===== src/core/flag_hs_pkg.sv =====
// Shared constants, types and register layout of the two-wire handshake block
package flag_hs_pkg;

  // ===========================================================
  // Register byte offsets
  localparam logic [7:0] OFS_CTRL     = 8'h00;
  localparam logic [7:0] OFS_STATUS   = 8'h04;
  localparam logic [7:0] OFS_DATA     = 8'h08;
  localparam logic [7:0] OFS_CPU      = 8'h0c;
  localparam logic [7:0] OFS_IRQ_STAT = 8'h10;
  localparam logic [7:0] OFS_IRQ_MASK = 8'h14;

  // ===========================================================
  // Field positions, reset values and response codes
  localparam int         CPU_GIE_BIT  = 7;
  localparam int         IRQ_DONE_BIT = 0;
  localparam int         IRQ_NACK_BIT = 1;
  localparam logic [7:0] DATA_RST     = 8'hff;
  localparam logic [1:0] RESP_OKAY    = 2'b00;
  localparam logic [1:0] RESP_SLVERR  = 2'b10;

  // ===========================================================
  // Status codes
  localparam logic [7:0] ST_START     = 8'h01;
  localparam logic [7:0] ST_ADDR_ACK  = 8'h02;
  localparam logic [7:0] ST_ADDR_NACK = 8'h03;
  localparam logic [7:0] ST_DATA_ACK  = 8'h04;
  localparam logic [7:0] ST_DATA_NACK = 8'h05;
  localparam logic [7:0] ST_NONE      = 8'hff;

  // ===========================================================
  // Timing
  localparam int CLK_NS      = 5;
  localparam int QUARTER_NS  = 2500;
  localparam int QUARTER_CYC = QUARTER_NS / CLK_NS;

  // ===========================================================
  // Types
  typedef enum logic [1:0] {CMD_START, CMD_BYTE, CMD_STOP} bus_cmd_t;

  typedef struct packed {
    logic done;
    logic rsv6;
    logic start;
    logic stop;
    logic rsv3;
    logic enable;
    logic rsv1;
    logic fie;
  } ctrl_t;

endpackage


===== src/core/wire_bit_engine.sv =====
// Bit-level sequencer for START, byte with acknowledge, and STOP
`timescale 1ns/1ps
module wire_bit_engine
  import flag_hs_pkg::*;
(
  // Clock and reset
  input  wire logic       clk_sys,
  input  wire logic       rst_n,
  // Step command
  input  wire logic       tick,
  input  wire logic       cmd_valid,
  input  wire bus_cmd_t   cmd,
  input  wire logic [7:0] tx_byte,
  // Synchronised bus levels
  input  wire logic       scl_in,
  input  wire logic       sda_in,
  // Result
  output logic            busy,
  output logic            done,
  output logic            nack,
  // Line drivers, high pulls low
  output logic            scl_lo,
  output logic            sda_lo
);

  typedef enum logic [2:0] {E_IDLE, E_HOLD, E_START, E_BITS, E_STOP} eng_state_t;

  typedef struct packed {
    eng_state_t st;
    logic [1:0] q;
    logic [3:0] bitn;
    logic [8:0] sh;
    logic       nack;
    logic       done;
    logic       scl_lo;
    logic       sda_lo;
  } eng_regs_t;

  eng_regs_t r;
  eng_regs_t r_nxt;

  // ===========================================================
  // Sequencer
  always_comb begin
    r_nxt      = r;
    r_nxt.done = 1'b0;
    unique case (r.st)
      E_IDLE, E_HOLD: begin
        if (cmd_valid) begin
          r_nxt.q = 2'd0;
          unique case (cmd)
            CMD_START: r_nxt.st = E_START;
            CMD_STOP:  r_nxt.st = E_STOP;
            default: begin
              r_nxt.st   = E_BITS;
              r_nxt.sh   = {tx_byte, 1'b1};
              r_nxt.bitn = 4'd0;
            end
          endcase
        end
      end
      E_START: begin
        if (tick) begin
          unique case (r.q)
            2'd0: begin
              r_nxt.sda_lo = 1'b0;
              r_nxt.q      = 2'd1;
            end
            2'd1: begin
              r_nxt.scl_lo = 1'b0;
              if (scl_in) begin
                r_nxt.q = 2'd2;
              end
            end
            2'd2: begin
              r_nxt.sda_lo = 1'b1;
              r_nxt.q      = 2'd3;
            end
            default: begin
              r_nxt.scl_lo = 1'b1;
              r_nxt.st     = E_HOLD;
              r_nxt.done   = 1'b1;
            end
          endcase
        end
      end
      E_BITS: begin
        if (tick) begin
          unique case (r.q)
            2'd0: begin
              r_nxt.scl_lo = 1'b1;
              r_nxt.sda_lo = ~r.sh[8];
              r_nxt.q      = 2'd1;
            end
            2'd1: begin
              r_nxt.scl_lo = 1'b0;
              if (scl_in) begin
                r_nxt.q = 2'd2;
              end
            end
            2'd2: begin
              if (r.bitn == 4'd8) begin
                r_nxt.nack = sda_in;
              end
              r_nxt.q = 2'd3;
            end
            default: begin
              r_nxt.scl_lo = 1'b1;
              r_nxt.sh     = {r.sh[7:0], 1'b1};
              r_nxt.q      = 2'd0;
              if (r.bitn == 4'd8) begin
                r_nxt.st   = E_HOLD;
                r_nxt.done = 1'b1;
              end else begin
                r_nxt.bitn = r.bitn + 4'd1;
              end
            end
          endcase
        end
      end
      default: begin
        if (tick) begin
          unique case (r.q)
            2'd0: begin
              r_nxt.scl_lo = 1'b1;
              r_nxt.sda_lo = 1'b1;
              r_nxt.q      = 2'd1;
            end
            2'd1: begin
              r_nxt.scl_lo = 1'b0;
              if (scl_in) begin
                r_nxt.q = 2'd2;
              end
            end
            default: begin
              r_nxt.sda_lo = 1'b0;
              r_nxt.st     = E_IDLE;
            end
          endcase
        end
      end
    endcase
  end

  always_ff @(posedge clk_sys or negedge rst_n) begin
    if (!rst_n) begin
      r <= '{st: E_IDLE, q: 2'd0, bitn: 4'd0, sh: 9'h1ff, nack: 1'b0,
             done: 1'b0, scl_lo: 1'b0, sda_lo: 1'b0};
    end else begin
      r <= r_nxt;
    end
  end

  assign busy   = (r.st == E_START) || (r.st == E_BITS) || (r.st == E_STOP);
  assign done   = r.done;
  assign nack   = r.nack;
  assign scl_lo = r.scl_lo;
  assign sda_lo = r.sda_lo;

endmodule


===== src/core/i2c_flag_handshake.sv =====
// Register front end, done flag, status and interrupt of the two-wire unit
`timescale 1ns/1ps
module i2c_flag_handshake
  import flag_hs_pkg::*;
#(
  parameter int QUARTER_CYCLES = QUARTER_CYC
)(
  // Clock and reset
  input  wire logic        clk_sys,
  input  wire logic        rst_n,
  // AXI4-Lite write address and data
  input  wire logic        s_axi_awvalid,
  output logic             s_axi_awready,
  input  wire logic [7:0]  s_axi_awaddr,
  input  wire logic        s_axi_wvalid,
  output logic             s_axi_wready,
  input  wire logic [31:0] s_axi_wdata,
  input  wire logic [3:0]  s_axi_wstrb,
  // AXI4-Lite write response
  output logic             s_axi_bvalid,
  input  wire logic        s_axi_bready,
  output logic [1:0]       s_axi_bresp,
  // AXI4-Lite read
  input  wire logic        s_axi_arvalid,
  output logic             s_axi_arready,
  input  wire logic [7:0]  s_axi_araddr,
  output logic             s_axi_rvalid,
  input  wire logic        s_axi_rready,
  output logic [31:0]      s_axi_rdata,
  output logic [1:0]       s_axi_rresp,
  // Two-wire bus, open drain
  input  wire logic        scl_i,
  output logic             scl_o,
  output logic             scl_oe,
  input  wire logic        sda_i,
  output logic             sda_o,
  output logic             sda_oe,
  // Interrupt
  output logic             irq
);

  typedef struct packed {
    logic        aw_got;
    logic [7:0]  aw_addr;
    logic        w_got;
    logic [31:0] w_data;
    logic        w_lane0;
    logic        bvalid;
    logic [1:0]  bresp;
    logic        rvalid;
    logic [31:0] rdata;
    logic [1:0]  rresp;
    logic        flag;
    ctrl_t       ctrl;
    logic [7:0]  status;
    logic [7:0]  code_pend;
    logic [7:0]  data;
    logic        gie;
    logic [1:0]  irq_stat;
    logic [1:0]  irq_mask;
    logic        addr_phase;
    bus_cmd_t    cmd;
    logic        launch;
    logic        scl_s1;
    logic        scl_s2;
    logic        sda_s1;
    logic        sda_s2;
    logic [15:0] div_cnt;
    logic        tick;
  } top_regs_t;

  top_regs_t r;
  top_regs_t r_nxt;

  logic eng_busy;
  logic eng_done;
  logic eng_nack;
  logic eng_scl_lo;
  logic eng_sda_lo;

  // ===========================================================
  // Bus sequencer
  wire_bit_engine u_engine (
    .clk_sys   (clk_sys),
    .rst_n     (rst_n),
    .tick      (r.tick),
    .cmd_valid (r.launch),
    .cmd       (r.cmd),
    .tx_byte   (r.data),
    .scl_in    (r.scl_s2),
    .sda_in    (r.sda_s2),
    .busy      (eng_busy),
    .done      (eng_done),
    .nack      (eng_nack),
    .scl_lo    (eng_scl_lo),
    .sda_lo    (eng_sda_lo)
  );

  // ===========================================================
  // Next-state logic
  always_comb begin
    logic  wr_go;
    logic  clr;
    ctrl_t wc;
    r_nxt        = r;
    wr_go        = r.aw_got && r.w_got && !r.bvalid;
    clr          = 1'b0;
    wc           = ctrl_t'(r.w_data[7:0]);
    r_nxt.launch = 1'b0;

    // Pin synchronisers and quarter-bit divider
    r_nxt.scl_s1 = scl_i;
    r_nxt.scl_s2 = r.scl_s1;
    r_nxt.sda_s1 = sda_i;
    r_nxt.sda_s2 = r.sda_s1;
    r_nxt.tick   = 1'b0;
    if (r.div_cnt == 16'(QUARTER_CYCLES - 1)) begin
      r_nxt.div_cnt = 16'h0000;
      r_nxt.tick    = 1'b1;
    end else begin
      r_nxt.div_cnt = r.div_cnt + 16'h0001;
    end

    // Write channel capture
    if (s_axi_awvalid && s_axi_awready) begin
      r_nxt.aw_got  = 1'b1;
      r_nxt.aw_addr = s_axi_awaddr;
    end
    if (s_axi_wvalid && s_axi_wready) begin
      r_nxt.w_got   = 1'b1;
      r_nxt.w_data  = s_axi_wdata;
      r_nxt.w_lane0 = s_axi_wstrb[0];
    end
    if (r.bvalid && s_axi_bready) begin
      r_nxt.bvalid = 1'b0;
    end

    // Register writes
    if (wr_go) begin
      r_nxt.aw_got = 1'b0;
      r_nxt.w_got  = 1'b0;
      r_nxt.bvalid = 1'b1;
      r_nxt.bresp  = RESP_OKAY;
      unique case (r.aw_addr)
        OFS_CTRL: begin
          if (r.w_lane0) begin
            r_nxt.ctrl      = wc;
            r_nxt.ctrl.done = 1'b0;
            r_nxt.ctrl.rsv6 = 1'b0;
            r_nxt.ctrl.rsv3 = 1'b0;
            r_nxt.ctrl.rsv1 = 1'b0;
            clr             = wc.done;
            if (wc.done && wc.enable && !eng_busy) begin
              r_nxt.launch = 1'b1;
              if (wc.start) begin
                r_nxt.cmd        = CMD_START;
                r_nxt.addr_phase = 1'b1;
              end else if (wc.stop) begin
                r_nxt.cmd = CMD_STOP;
              end else begin
                r_nxt.cmd = CMD_BYTE;
              end
            end
          end
        end
        OFS_DATA: begin
          if (r.w_lane0) begin
            r_nxt.data = r.w_data[7:0];
          end
        end
        OFS_CPU: begin
          if (r.w_lane0) begin
            r_nxt.gie = r.w_data[CPU_GIE_BIT];
          end
        end
        OFS_IRQ_STAT: begin
          if (r.w_lane0) begin
            r_nxt.irq_stat = r.irq_stat & ~r.w_data[1:0];
          end
        end
        OFS_IRQ_MASK: begin
          if (r.w_lane0) begin
            r_nxt.irq_mask = r.w_data[1:0];
          end
        end
        OFS_STATUS: begin
        end
        default: begin
          r_nxt.bresp = RESP_SLVERR;
        end
      endcase
    end

    // Done flag, status code and event bits; a set wins over a clear
    r_nxt.flag = (r.flag && !clr) || eng_done;
    if (eng_done) begin
      unique case (r.cmd)
        CMD_START: r_nxt.code_pend = ST_START;
        CMD_BYTE: begin
          if (r.addr_phase) begin
            r_nxt.code_pend = eng_nack ? ST_ADDR_NACK : ST_ADDR_ACK;
          end else begin
            r_nxt.code_pend = eng_nack ? ST_DATA_NACK : ST_DATA_ACK;
          end
          r_nxt.addr_phase = 1'b0;
        end
        default: begin
        end
      endcase
      r_nxt.irq_stat[IRQ_DONE_BIT] = 1'b1;
      r_nxt.irq_stat[IRQ_NACK_BIT] = r_nxt.irq_stat[IRQ_NACK_BIT] ||
                                     (eng_nack && (r.cmd == CMD_BYTE));
    end
    r_nxt.status = r.flag ? r.code_pend : ST_NONE;

    // Register reads
    if (r.rvalid && s_axi_rready) begin
      r_nxt.rvalid = 1'b0;
    end
    if (s_axi_arvalid && s_axi_arready) begin
      r_nxt.rvalid = 1'b1;
      r_nxt.rdata  = 32'h0000_0000;
      r_nxt.rresp  = RESP_OKAY;
      unique case (s_axi_araddr)
        OFS_CTRL: begin
          r_nxt.rdata[7:0] = {r.flag, r.ctrl[6:0]};
        end
        OFS_STATUS:   r_nxt.rdata[7:0] = r.status;
        OFS_DATA:     r_nxt.rdata[7:0] = r.data;
        OFS_CPU:      r_nxt.rdata[CPU_GIE_BIT] = r.gie;
        OFS_IRQ_STAT: r_nxt.rdata[1:0] = r.irq_stat;
        OFS_IRQ_MASK: r_nxt.rdata[1:0] = r.irq_mask;
        default:      r_nxt.rresp = RESP_SLVERR;
      endcase
    end
  end

  // ===========================================================
  // State register
  always_ff @(posedge clk_sys or negedge rst_n) begin
    if (!rst_n) begin
      r <= '{aw_got: 1'b0, aw_addr: 8'h00, w_got: 1'b0, w_data: 32'h0000_0000,
             w_lane0: 1'b0, bvalid: 1'b0, bresp: RESP_OKAY, rvalid: 1'b0,
             rdata: 32'h0000_0000, rresp: RESP_OKAY, flag: 1'b0, ctrl: '0,
             status: ST_NONE, code_pend: ST_NONE, data: DATA_RST, gie: 1'b0,
             irq_stat: 2'b00, irq_mask: 2'b00, addr_phase: 1'b0,
             cmd: CMD_START, launch: 1'b0, scl_s1: 1'b1, scl_s2: 1'b1,
             sda_s1: 1'b1, sda_s2: 1'b1, div_cnt: 16'h0000, tick: 1'b0};
    end else begin
      r <= r_nxt;
    end
  end

  // ===========================================================
  // Outputs
  assign s_axi_awready = !r.aw_got && !r.bvalid;
  assign s_axi_wready  = !r.w_got && !r.bvalid;
  assign s_axi_bvalid  = r.bvalid;
  assign s_axi_bresp   = r.bresp;
  assign s_axi_arready = !r.rvalid;
  assign s_axi_rvalid  = r.rvalid;
  assign s_axi_rdata   = r.rdata;
  assign s_axi_rresp   = r.rresp;
  assign scl_o         = 1'b0;
  assign scl_oe        = eng_scl_lo;
  assign sda_o         = 1'b0;
  assign sda_oe        = eng_sda_lo;
  assign irq = r.gie && ((r.flag && r.ctrl.fie) ||
                         (|(r.irq_stat & r.irq_mask)));

endmodule


===== config.mk =====
export PLATFORM = sky130hd
export DESIGN_NAME = i2c_flag_handshake
export DESIGN_NICKNAME = d
export VERILOG_FILES = /design/src/core/flag_hs_pkg.sv /design/src/core/wire_bit_engine.sv /design/src/core/i2c_flag_handshake.sv
export SDC_FILE = /design/constraint.sdc
export NUM_CORES = 1
export LEC_CHECK = 0
export BUFFER_PORTS_ARGS = -buffer_cell sky130_fd_sc_hd__buf_2
export CAP_MARGIN = 20
export CORE_UTILIZATION = 44
export DETAILED_ROUTE_END_ITERATION = 12
export HOLD_SLACK_MARGIN = 0.02
export PLACE_DENSITY = 0.64
export SLEW_MARGIN = 30
export SYNTH_ARGS = -nofsm -noshare
export SYNTH_HDL_FRONTEND = slang
export SYNTH_SLANG_ARGS = --single-unit

===== constraint.sdc =====
create_clock -name clk_sys -period 5.7 [get_ports clk_sys]
set_input_delay 1.14 -clock clk_sys [delete_from_list [all_inputs] [get_ports clk_sys]]
set_output_delay 1.14 -clock clk_sys [all_outputs]
set_load 0.01 [all_outputs]

# Word level (Yosys, flattened, before mapping)
# Cells that the tools add are included.
[op_classes]
n_bitwise = 5
reduce_logical = 65
addsub = 2
eq_ne = 35
n_mux = 70
[ops]
columns = ["operator", "count"]
rows = [
  ["35-bit 2-to-1 mux", 1],
  ["34-bit 2-to-1 mux", 1],
  ["8-bit by 4-bit equality test with 1-bit output, second input constant", 4],
  ["8-bit by 5-bit equality test with 1-bit output, second input constant", 4],
  ["5-bit one-hot mux with 3 select lines", 2],
  ["13-bit 2-to-1 mux", 2],
  ["13-bit one-hot mux with 2 select lines", 1],
  ["2-bit 2-to-1 mux", 11],
  ["22-bit 2-to-1 mux", 1],
  ["3-bit 2-to-1 mux", 7],
  ["2-bit != test, second input constant", 10],
  ["2-bit nonzero test", 10],
  ["1-bit 2-to-1 mux", 19],
  ["18-bit 2-to-1 mux", 1],
  ["2-bit one-hot mux with 3 select lines", 3],
  ["16-bit by 1-bit adder with 16-bit output, second input constant", 1],
  ["16-bit by 9-bit equality test with 1-bit output, second input constant", 1],
  ["8-bit by 3-bit equality test with 1-bit output, second input constant", 2],
  ["8-bit zero test", 2],
  ["16-bit 2-to-1 mux", 1],
  ["4-bit 2-to-1 mux", 4],
  ["8-bit 2-to-1 mux", 2],
  ["8-bit one-hot mux with 2 select lines", 1],
  ["1-bit logical AND", 15],
  ["37 further kinds", 71],
]
[word_totals]
wordCells = 216
register_bits = 138
in_bits = 61

# Longest topological paths before layout
# Gate-level depths: netlist of run 1.
[logic_depth]
word_depth = 11
mapped_depth = 7
ltp_nobuf = 6

# By module
# Synthesis of run 1 repeated with hierarchy kept, for this count alone.
[unflattened]
cells_unflattened = 486
area_unflattened_um2 = 5260.0
[by_module_without_submodules]
columns = ["module", "area_each_um2", "seq_area_each_um2", "instances", "cells_per_inst"]
rows = [
  ["i2c_flag_handshake", 3778.6, 2077.0, 1, 328],
  ["wire_bit_engine", 1481.4, 561.8, 1, 158],
]

# Worst setup path after synthesis of run 1
# Ideal clock, no wire load.
[synth_timing]
path_type = "in2reg"
from = "input s_axi_araddr[0]"
to = "register r, in the netlist s_axi_rdata[7]"
stages = 5
slack_ns = 3.289
path_buffers = 1
setup_time_ns = 0.077
t_arrival_ns = 2.335
cell_sequence = "or4_1 -> or3_1 -> buf_2 -> nand2b_1 -> o21ai_1"
[synth_via]
elab_chain_len = 2
word_cells_on_any_way = 5
classes_between = "3 x eq/ne; 1 x mux; 1 x reduce/logical"
[synth_rtl]
columns = ["item", "line_no", "source"]
rows = [
  ["start: declaration", "i2c_flag_handshake.sv:26", "input wire logic [7:0] s_axi_araddr,"],
  ["8-bit by 4-bit equality test with 1-bit output, or another cell as far along", "i2c_flag_handshake.sv:224", "unique case (s_axi_araddr)"],
  ["1-bit one-hot mux with 4 select lines (*)", "i2c_flag_handshake.sv:224", ""],
  ["end signal: assignment", "i2c_flag_handshake.sv:242", "r <= '{aw_got: 1'b0, aw_addr: 8'h00, w_got: 1'b0, w_data: 32'h0000_0000,"],
  ["end signal: assignment", "i2c_flag_handshake.sv:250", "r <= r_nxt;"],
  ["end: declaration", "i2c_flag_handshake.sv:72", "top_regs_t r;"],
]
# Mark *: on every way between the ends. The rest lies on a longest branch, timed or not.
# A chain may end at the register's enable or synchronous reset.

# Final worst setup path of run 1
[layout_timing]
from = "register u_engine.r[21] (netlist name)"
to = "register u_engine.r[7] (netlist name)"
[layout_via]
elab_chain_len = 4
word_cells_on_any_way = 11
classes_between = "6 x eq/ne; 1 x mux; 4 x reduce/logical"
[layout_rtl]
columns = ["item", "line_no", "source"]
rows = [
  ["start: declaration", "wire_bit_engine.sv:39", "eng_regs_t r;"],
  ["start signal: assignment", "wire_bit_engine.sv:147", "r <= '{st: E_IDLE, q: 2'd0, bitn: 4'd0, sh: 9'h1ff, nack: 1'b0,"],
  ["start signal: assignment", "wire_bit_engine.sv:150", "r <= r_nxt;"],
  ["3-bit by 1-bit equality test with 1-bit output / 3-bit zero test (equally long branches)", "wire_bit_engine.sv:47", "unique case (r.st)"],
  ["2-bit OR reduction", "wire_bit_engine.sv:47", ""],
  ["2-bit != test (no line) / 2-bit nonzero test (equally long branches)", "-", ""],
  ["5-bit AND reduction (no line)", "-", ""],
]
# Several ways; a longest one is shown, not always the timed one.

==> summary.txt, run 1 <==
Clock tree
  • Setup Fix Bufs, Post-CTS: 0
  • Hold-fix buffers, CTS: 0
  • Clock buffer depth: 2
  • CTS HTree Levels: 3
  • Skew-Pair Late Insertion Delay: 0.34 ns
  • Clock sinks: 104
  • Root Buffer: clkbuf_16
  • Post_cts resized: 0
  • CTS tree: yes
  • CTS Buf Count: 9
  • Clock Pin Slew Worst Setup and Hold Paths: 0.07 ns

Finish
  • Layout area overhead: 9.29%
  • Layout fillers: 1,032
  • Fin area: 0.00570 mm2
  • Layout Nets: 589
  • N_diodes: 0
  • Final Util: 49.7%
  • Final non-filler cell total: 668
  • Layout cells sized above 1: 29.1%

Critical path
  • R2R depth: 4
  • Worst Setup EP: u_engine.r[7]
  • Buf+Inv Stages, Crit Path: 0
  • Worst Path Required: 5.97 ns
  • Reg2Reg Setup Slack: 3.09 ns
  • Critical path cell sequence: nand3b_1 -> or2_2 -> a21oi_2 -> mux2_2
  • Crit path max fanout: 20
  • Reg2Reg Capture Point: u_engine.r[7]
  • WP data arrival: 2.88 ns
  • Worst path top cell family by delay: simple AND/OR/NAND/NOR gates
  • Setup crit end kind: flip-flop
  • Levels on crit path: 4
  • Worst path max stage delay: 0.63 ns
  • Reg-to-reg critical path startpoint: u_engine.r[21]
  • CP Launch Point: u_engine.r[21]
  • Startpoint Class: flip-flop
  • WS Path Type: flip-flop to flip-flop
  • Slowest stage cell, crit path: nand3b_1

Global routing
  • Initial antenna violation count: 0
  • GR Util All Layers: 16.1%
  • Vias in the first global route: 3,334
  • Global-route wire length before repair: 15.9 mm
  • Largest net degree at the start of global routing: 67
  • Overflow left after global routing: 0

Logic synthesis
  • EDFF count, synth: 0
  • Compound-Gate Fraction of Synth Area: 8.47%
  • Post-Syn Instances: 484
  • Ys Warns: 0
  • Yosys cell types: 58
  • Commonest cells post-synth: dfrtp_1, nand2_1, mux2_2
  • Synth Flop Type: dfrtp_1
  • FF+latch count, synth: 104
  • Post-Synth Adder-Cell Area: 1.92%
  • Most common cell in the netlist: dfrtp_1
  • Syn avg cell area: 10.8 um2
  • Synth top area cells: dfrtp_1, dfstp_2, mux2_2
  • Sequential element share of the synthesized area: 50.6%
  • Async set or reset register ratio after synthesis: 100%
  • Area share of the largest cell type after synthesis: 36.0%
  • Largest family of logic cells by synthesized area: simple AND/OR/NAND/NOR gates
  • Post-synth top area cell: dfrtp_1
  • Post-Synth Simple-Gate Area: 16.5%
  • Xor/xnor share of the synthesized area: 2.35%
  • Mux share of post-synthesis cell area: 11.9%
  • Mapped Area: 0.00521 mm2

Routing
  • Via count: 3,404
  • Antenna viol nets, final: 0
  • Drc violations: 0
  • Wirelength, routed: 9.30 mm
  • TritonRoute pass-1 iters: 4
  • Initial DRC Count: 126
  • Drt wl/cell: 13.9 um
  • Vias/cell: 5.10

Die
  • Starting density of the core: 45.5%
  • Die W: 111 um
  • Io pins: 107
  • Die height: 111 um
  • Core footprint: 0.0115 mm2
  • Die area: 0.0123 mm2
  • FP Rows: 39

Run status
  • Outcome: finished, final reports clean

STA
  • Worst Max-Slew Pin Slew: 0.804 ns
  • Period minus WS final: 2.61 ns
  • Final Worst Setup Slack: 3.09 ns
  • Hold WS: 0.356 ns
  • Final Hold Viols: 0
  • Setup TNS: 0 ns
  • Final setup violating endpoints: 0
  • Worst clock skew: 0.00752 ns
  • Fin. max-slew vios: 0
  • Max-slew headroom: 46.4%
  • RSZ-0062 raised after global routing: false
  • Final worst-path cycle share: 45.7%
  • Fmax: 384 MHz

Place
  • HPWL after DPL: 6.61 mm
  • DP Area: 0.00538 mm2
  • Placement Setup Slack: 3.10 ns
  • Dpl cells: 652
  • Routability Congestion: 0.802
  • IO buf count: 51

Worst hold path
  • Worst min path class: flip-flop to flip-flop

Pwr
  • Pwr Total: 1.84 mW
  • P_leak: 2.53 nW
  • Power Density: 323 mW/mm2
  • VDD IR max: 0.184 mV

Flow run
  • Maxcap violations: 0
[report_power, final]
group	internal, mW	switching (mW)	total, mW
logic	0.137	0.125	0.262
registers	0.837	0.0947	0.932
clock network	0.385	0.263	0.648
total	1.36	0.482	1.84
[placed cells by master (no fill, tap or decap), types with 3 or more instances in the layout]
cell type / instances
dfrtp_1: 75
nand2_1: 53
buf_2: 50
mux2_2: 45
nor2_1: 30
dfstp_2: 29
conb_1: 28
o21ai_0: 18
inv_1: 14
nand2b_1: 13
nand3_1: 13
a21oi_1: 13
xnor2_1: 12
nor3_1: 10
mux2i_1: 9
clkbuf_16: 9
nor2b_1: 8
ha_1: 8
a31oi_1: 6
o31ai_1: 6
a21o_1: 5
nand3b_1: 5
and3_1: 4
and2_1: 4
o32ai_1: 4
or2_2: 4
or3_1: 3
nor4_1: 3
o22a_1: 3
o211ai_1: 3
[cells by family after synthesis]
kind of cell	count (synthesis)
multiplexers	55
other	1
AO/OA/AOI/OAI	68
buffers and inverters	68
XOR/XNOR	14
adder cells (fa/ha/maj)	8
AND/OR/NAND/NOR	166
flip-flops	104
[layer usage]
metal	GRT usage (%)	vias up	part of all wire [%]
met2	26.7	84	48
met5	0	-	0
met4	5.60	0	1.2
met1	21.0	1623	47
met3	3.28	9	3.8
li1	-	1688	-
[layout make-up]
class,instances,area (um2),share of cell area [%]
clock buffer,11,233,4.08
clock inverter,5,81.3,1.43
inverter,14,52.6,0.922
multi-input combinational,339,2250,39.5
sequential,104,2640,46.3
tap,143,179,3.14
timing repair buffer,52,265,4.66
[registers in the layout, summed over array words and instances, names as in the netlist]
signal           count
r                   70
u_engine.r          18
s_axi_rdata          8
s_axi_bresp          1
s_axi_bvalid         1
s_axi_rresp          1
s_axi_rvalid         1
u_engine.done        1
u_engine.nack        1
u_engine.scl_lo      1
u_engine.sda_lo      1
[how the worst min path moves through the flow]
stage | startpoint | endpoint | cells past startpoint
finish | r[20] | r[19] | 0
global route | r[18] | r[17] | 0
CTS | r[18] | r[17] | 0
detailed placement | r[18] | r[17] | 0
global placement | r[20] | r[19] | 0
floorplan | r[18] | r[17] | 0
[worst reg2reg max path: cells and delay by family (launching register included)]
family,cells,cell delay (ns)
AND/OR/NAND/NOR,2,1.13
flip-flops,1,0.56
AO/OA/AOI/OAI,1,0.45
multiplexers,1,0.41
Power figures use the tool's default switching activity.
==> run 2: changes to the inputs <==
--- a/config.mk
+++ b/config.mk
@@ -10,7 +10,7 @@
 export CORE_UTILIZATION = 44
 export DETAILED_ROUTE_END_ITERATION = 12
 export HOLD_SLACK_MARGIN = 0.02
-export PLACE_DENSITY = 0.64
+export PLACE_DENSITY = 0.67
 export SLEW_MARGIN = 30
 export SYNTH_ARGS = -nofsm -noshare
 export SYNTH_HDL_FRONTEND = slang
==> constraint.sdc (replaced) <==
create_clock -name clk_sys -period 2.3 [get_ports clk_sys]
set_input_delay 0.46 -clock clk_sys [delete_from_list [all_inputs] [get_ports clk_sys]]
set_output_delay 0.46 -clock clk_sys [all_outputs]
set_load 0.01 [all_outputs]
==> run 2 against run 1 <==
Effect of this change:
- clock skew about the same
- hold slack got worse by 0.14 ns
- utilization grew 0.83 points
- clock-buffer cell count decreased by 1
- wire length up 1.1%
- cell count rose by 1.8%
==> summary.txt, run 2 (synthesis results as in run 1) <==
Clock tree
  • CTS HTree Levels: 3
  • CTS Buf Count: 9
  • Skew-Pair Late Insertion Delay: 0.34 ns
  • Clock buffer depth: 2
  • CTS tree: yes
  • Clock sinks: 104
  • Root Buffer: clkbuf_16
  • Post_cts resized: 0
  • Hold-fix buffers, CTS: 1
  • Setup Fix Bufs, Post-CTS: 0
  • Clock Pin Slew Worst Setup and Hold Paths: 0.07 ns

Global routing
  • Largest net degree at the start of global routing: 29
  • Overflow left after global routing: 0
  • Global-route wire length before repair: 16.7 mm
  • Vias in the first global route: 3,489
  • GR Util All Layers: 16.6%
  • Initial antenna violation count: 0

Critical path
  • Startpoint Class: flip-flop
  • Slowest stage cell, crit path: dfrtp_1
  • Reg2Reg Setup Slack: 0.31 ns
  • Setup crit end kind: flip-flop
  • Crit path max fanout: 5
  • WS Path Type: flip-flop to flip-flop
  • Worst path max stage delay: 0.42 ns
  • Critical path cell sequence: inv_1 -> ha_1 -> and3b_1 -> or3_1 -> a21oi_1 -> mux2i_1
  • Worst Path Required: 2.56 ns
  • Buf+Inv Stages, Crit Path: 1
  • WP data arrival: 2.25 ns
  • Worst path top cell family by delay: simple AND/OR/NAND/NOR gates

Finish
  • N_diodes: 0
  • Layout area overhead: 11.1%
  • Final Util: 50.5%
  • Layout fillers: 1,014
  • Max reg flops: 70
  • Layout Nets: 601
  • Layout cells sized above 1: 30.9%
  • Most common cell after layout, fill and taps aside: dfrtp_1
  • Most frequent cells in the layout: dfrtp_1, nand2_1, buf_2, mux2_2, nor2_1
  • Largest Register: r
  • Final non-filler cell total: 680

STA
  • Worst Max-Slew Pin Slew: 0.748 ns
  • Final worst-path cycle share: 86.5%
  • Period minus WS final: 1.99 ns
  • RSZ-0062 raised after global routing: false
  • Worst clock skew: 0.00764 ns
  • Hold WS: 0.214 ns
  • Final Hold Viols: 0
  • Max-slew headroom: 49.7%
  • Fmax: 503 MHz
  • Fin. max-slew vios: 0
  • Final setup violating endpoints: 0
  • Setup TNS: 0 ns

Die
  • Die W: 111 um
  • Die height: 111 um
  • Die area: 0.0123 mm2
  • Starting density of the core: 45.5%
  • FP Rows: 39
  • Io pins: 107
  • Core footprint: 0.0115 mm2

Place
  • Dpl cells: 663
  • Routability Congestion: 0.801
  • IO buf count: 51
  • HPWL after DPL: 6.90 mm

Worst hold path
  • Worst min path class: primary input to flip-flop

Routing
  • Drt wl/cell: 13.8 um
  • TritonRoute pass-1 iters: 5
  • Wirelength, routed: 9.40 mm
  • Antenna viol nets, final: 0
  • Via count: 3,545
  • Initial DRC Count: 198
  • Vias/cell: 5.21
  • Drc violations: 0

Pwr
  • VDD IR max: 0.416 mV
  • Power Density: 780 mW/mm2
  • P_leak: 2.59 nW

Run status
  • Outcome: finished, final reports clean

Flow run
  • Maxcap violations: 0
==> run 2: worst paths after layout <==
kind	depth (start not counted)	startpoint	endpoint
worst max-delay path	6	u_engine.r[13]	u_engine.r[14]
worst min-delay path	1	sda_i	r[18]
worst max register to register	6	u_engine.r[13]	u_engine.r[14]
worst min register to register	0	r[20]	r[19]
max in group asynchronous	3	rst_n	r[13]
min in group asynchronous	2	rst_n	r[103]
==> run 2: per-stage QoR <==
stage	instance area, um2	worst slack [ns]	total power, mW
4_1_cts	5790	0.326	4.59
6_report	5790	0.311	4.52
3_3_place_gp	5480	0.419	2.98
5_1_grt	5790	0.167	4.75
2_1_floorplan	5320	0.525	2.80
3_5_place_dp	5480	0.387	3.02
==> run 2: per-layer routing <==
layer | routed length, um | global-route usage (%)
met5 | 0 | 0
met4 | 126 | 5.69
met2 | 4610 | 27.3
met1 | 4340 | 21.6
met3 | 326 | 3.83
==> run 2: power breakdown <==
part | leakage [nW] | switching [mW] | internal (mW)
sequential | 1.28 | 0.229 | 2.07
combinational | 1.16 | 0.316 | 0.350
clock | 0.149 | 0.674 | 0.878
total | 2.59 | 1.22 | 3.30
==> run 2: area by class of cell <==
type / instances / area (um2) / area share (%)
Tap cell: 143 / 179 / 3.09
Clock buffer: 10 / 239 / 4.13
Inverter: 14 / 52.6 / 0.907
Clock inverter: 6 / 65.1 / 1.12
Sequential cell: 104 / 2640 / 45.6
Multi-Input combinational cell: 339 / 2250 / 38.8
Timing Repair Buffer: 64 / 370 / 6.39
==> run 3: changes to the inputs <==
--- a/config.mk
+++ b/config.mk
@@ -5,8 +5,10 @@
 export SDC_FILE = /design/constraint.sdc
 export NUM_CORES = 1
 export LEC_CHECK = 0
+export ABC_AREA = 1
 export BUFFER_PORTS_ARGS = -buffer_cell sky130_fd_sc_hd__buf_2
 export CAP_MARGIN = 20
+export CORE_MARGIN = 8
 export CORE_UTILIZATION = 44
 export DETAILED_ROUTE_END_ITERATION = 12
 export HOLD_SLACK_MARGIN = 0.02
==> run 3 against run 2 <==
Effect of this change:
- largest cell class unchanged
- critical endpoint is now r[35]
- cell count rose by 25%
- clock power fell by 6%
- sequential share of layout area fell by 0.67 points
==> summary.txt, run 3 <==
STA
  • Fin. max-slew vios: 0
  • Worst clock skew: 0.00710 ns
  • Hold WS: 0.0389 ns
  • Final setup violating endpoints: 0
  • Setup TNS: 0 ns
  • Final Worst Setup Slack: 0.620 ns
  • Period minus WS final: 1.68 ns
  • RSZ-0062 raised after global routing: false
  • Final Hold Viols: 0
  • Max-slew headroom: 64.4%
  • Fmax: 595 MHz
  • Final worst-path cycle share: 73.0%
  • Worst Max-Slew Pin Slew: 0.532 ns

Routing
  • Drt wl/cell: 12.6 um
  • Vias/cell: 4.81
  • Wirelength, routed: 10.7 mm
  • TritonRoute pass-1 iters: 4
  • Drc violations: 0
  • Initial DRC Count: 237
  • Antenna viol nets, final: 0
  • Via count: 4,089

Die
  • Starting density of the core: 44.8%
  • FP Rows: 40
  • Die W: 126 um
  • Die height: 126 um
  • Die area: 0.0160 mm2
  • Core footprint: 0.0120 mm2
  • Io pins: 107

Clock tree
  • Skew-Pair Late Insertion Delay: 0.34 ns
  • Clock buffer depth: 2
  • Clock sinks: 104
  • Post_cts resized: 0
  • Root Buffer: clkbuf_16
  • Clock Pin Slew Worst Setup and Hold Paths: 0.07 ns
  • Hold-fix buffers, CTS: 0
  • Setup Fix Bufs, Post-CTS: 0
  • CTS tree: yes
  • CTS Buf Count: 9
  • CTS HTree Levels: 3

Critical path
  • Startpoint Class: flip-flop
  • WS Path Type: flip-flop to flip-flop
  • Crit path max fanout: 16
  • Worst Path Required: 2.56 ns
  • WP data arrival: 1.94 ns
  • Setup crit end kind: flip-flop

Global routing
  • Initial antenna violation count: 0
  • Global-route wire length before repair: 18.7 mm
  • Overflow left after global routing: 0
  • Largest net degree at the start of global routing: 55
  • Vias in the first global route: 4,002
  • GR Util All Layers: 14.1%

Pwr
  • P_leak: 3.01 nW
  • VDD IR max: 0.539 mV
  • Pwr Total: 4.36 mW
  • Power Density: 741 mW/mm2

Logic synthesis
  • Synth top area cells: dfrtp_1, dfstp_2, nand2_1
  • Syn avg cell area: 8.22 um2
  • Async set or reset register ratio after synthesis: 100%
  • Post-synth top area cell: dfrtp_1
  • Yosys cell types: 39
  • FF+latch count, synth: 104
  • Synth Flop Type: dfrtp_1
  • Mapped Area: 0.00536 mm2
  • Sequential element share of the synthesized area: 49.3%
  • Most common cell in the netlist: nand2_1
  • Area share of the largest cell type after synthesis: 35.0%
  • EDFF count, synth: 0
  • Ys Warns: 0
  • Post-Syn Instances: 652
  • Commonest cells post-synth: nand2_1, inv_1, dfrtp_1

Finish
  • Largest Register: r
  • Layout Nets: 767
  • Most frequent cells in the layout: nand2_1, inv_1, dfrtp_1, nor2_1, nand3_1
  • Most common cell after layout, fill and taps aside: nand2_1
  • Final Util: 49.2%
  • N_diodes: 0
  • Layout area overhead: 9.74%
  • Max reg flops: 70
  • Layout fillers: 1,138
  • Layout cells sized above 1: 18.1%

Run status
  • Outcome: finished, final reports clean

Place
  • Routability Congestion: 0.827
  • HPWL after DPL: 8.15 mm
  • IO buf count: 51
  • Placement Setup Slack: 0.629 ns

Flow run
  • Maxcap violations: 0

Worst hold path
  • Worst min path class: primary input to async pin
==> run 3: path summary, 6_finish.rpt <==
| check | startpoint | end | slack (ns) | cells past startpoint |
|---|---|---|---|---|
| setup / recovery | s_axi_bvalid | r[35] | 0.62 | 6 |
| hold / removal | rst_n | r[140] | 0.04 | 1 |
| setup reg to reg | s_axi_bvalid | r[35] | 0.62 | 6 |
| hold reg to reg | r[20] | r[19] | 0.36 | 0 |
| max in group asynchronous | rst_n | r[20] | 1.59 | 2 |
| min in group clk_sys | sda_i | r[18] | 0.22 | 1 |
==> run 3: final cells by class <==
type	count	area, um2	area share (%)
well taps	147	184	3.13
inverters	84	318	5.41
multi-input cells	446	2170	36.9
clock inverters	4	26.3	0.447
repair buffers	53	285	4.85
clock buffers	12	258	4.38
flip-flops and latches	104	2640	44.9
==> run 3: report_power, final <==
| part | total [mW] | leakage (nW) | switching (mW) | internal, mW |
|---|---|---|---|---|
| registers | 2.21 | 1.27 | 0.157 | 2.05 |
| logic | 0.689 | 1.60 | 0.440 | 0.249 |
| clock network | 1.45 | 0.138 | 0.654 | 0.801 |
==> run 3: per-layer routing <==
layer | wire length [um] | vias up | track usage (%) | part of all wire (%)
met3 | 498 | 13 | 2.72 | 4.6
met2 | 4970 | 91 | 22.8 | 46
met4 | 171 | 0 | 5.31 | 1.6
met1 | 5090 | 1899 | 18.3 | 47
met5 | 0 | - | 0 | 0
li1 | - | 2086 | - | -
==> run 3: per-stage QoR <==
step                      area, um2  cells
after CTS                      5880    850
final                          5880    850
after global placement         5600    834
after detailed placement       5600    834
after floorplan                5460    679
after global routing           5880    850
==> run 3: logic make-up after synthesis <==
group / after synthesis / share of synthesized area (%)
buffers and inverters: 129 / 12.1
AO/OA/AOI/OAI: 71 / 7.05
multiplexers: 7 / 1.47
flip-flops: 104 / 49.3
AND/OR/NAND/NOR: 318 / 25.9
adder cells (fa/ha/maj): 8 / 1.87
other: 1 / 0.0700
XOR/XNOR: 14 / 2.29
==> run 3: worst max-delay path, cell delays in order, from the launching register on <==
cell and delay, ns:
dfrtp_1 0.41, inv_1 0.11, nand4_1 0.11, inv_1 0.23, nand4_2 0.42, nor2_1 0.24
a21oi_1 0.06
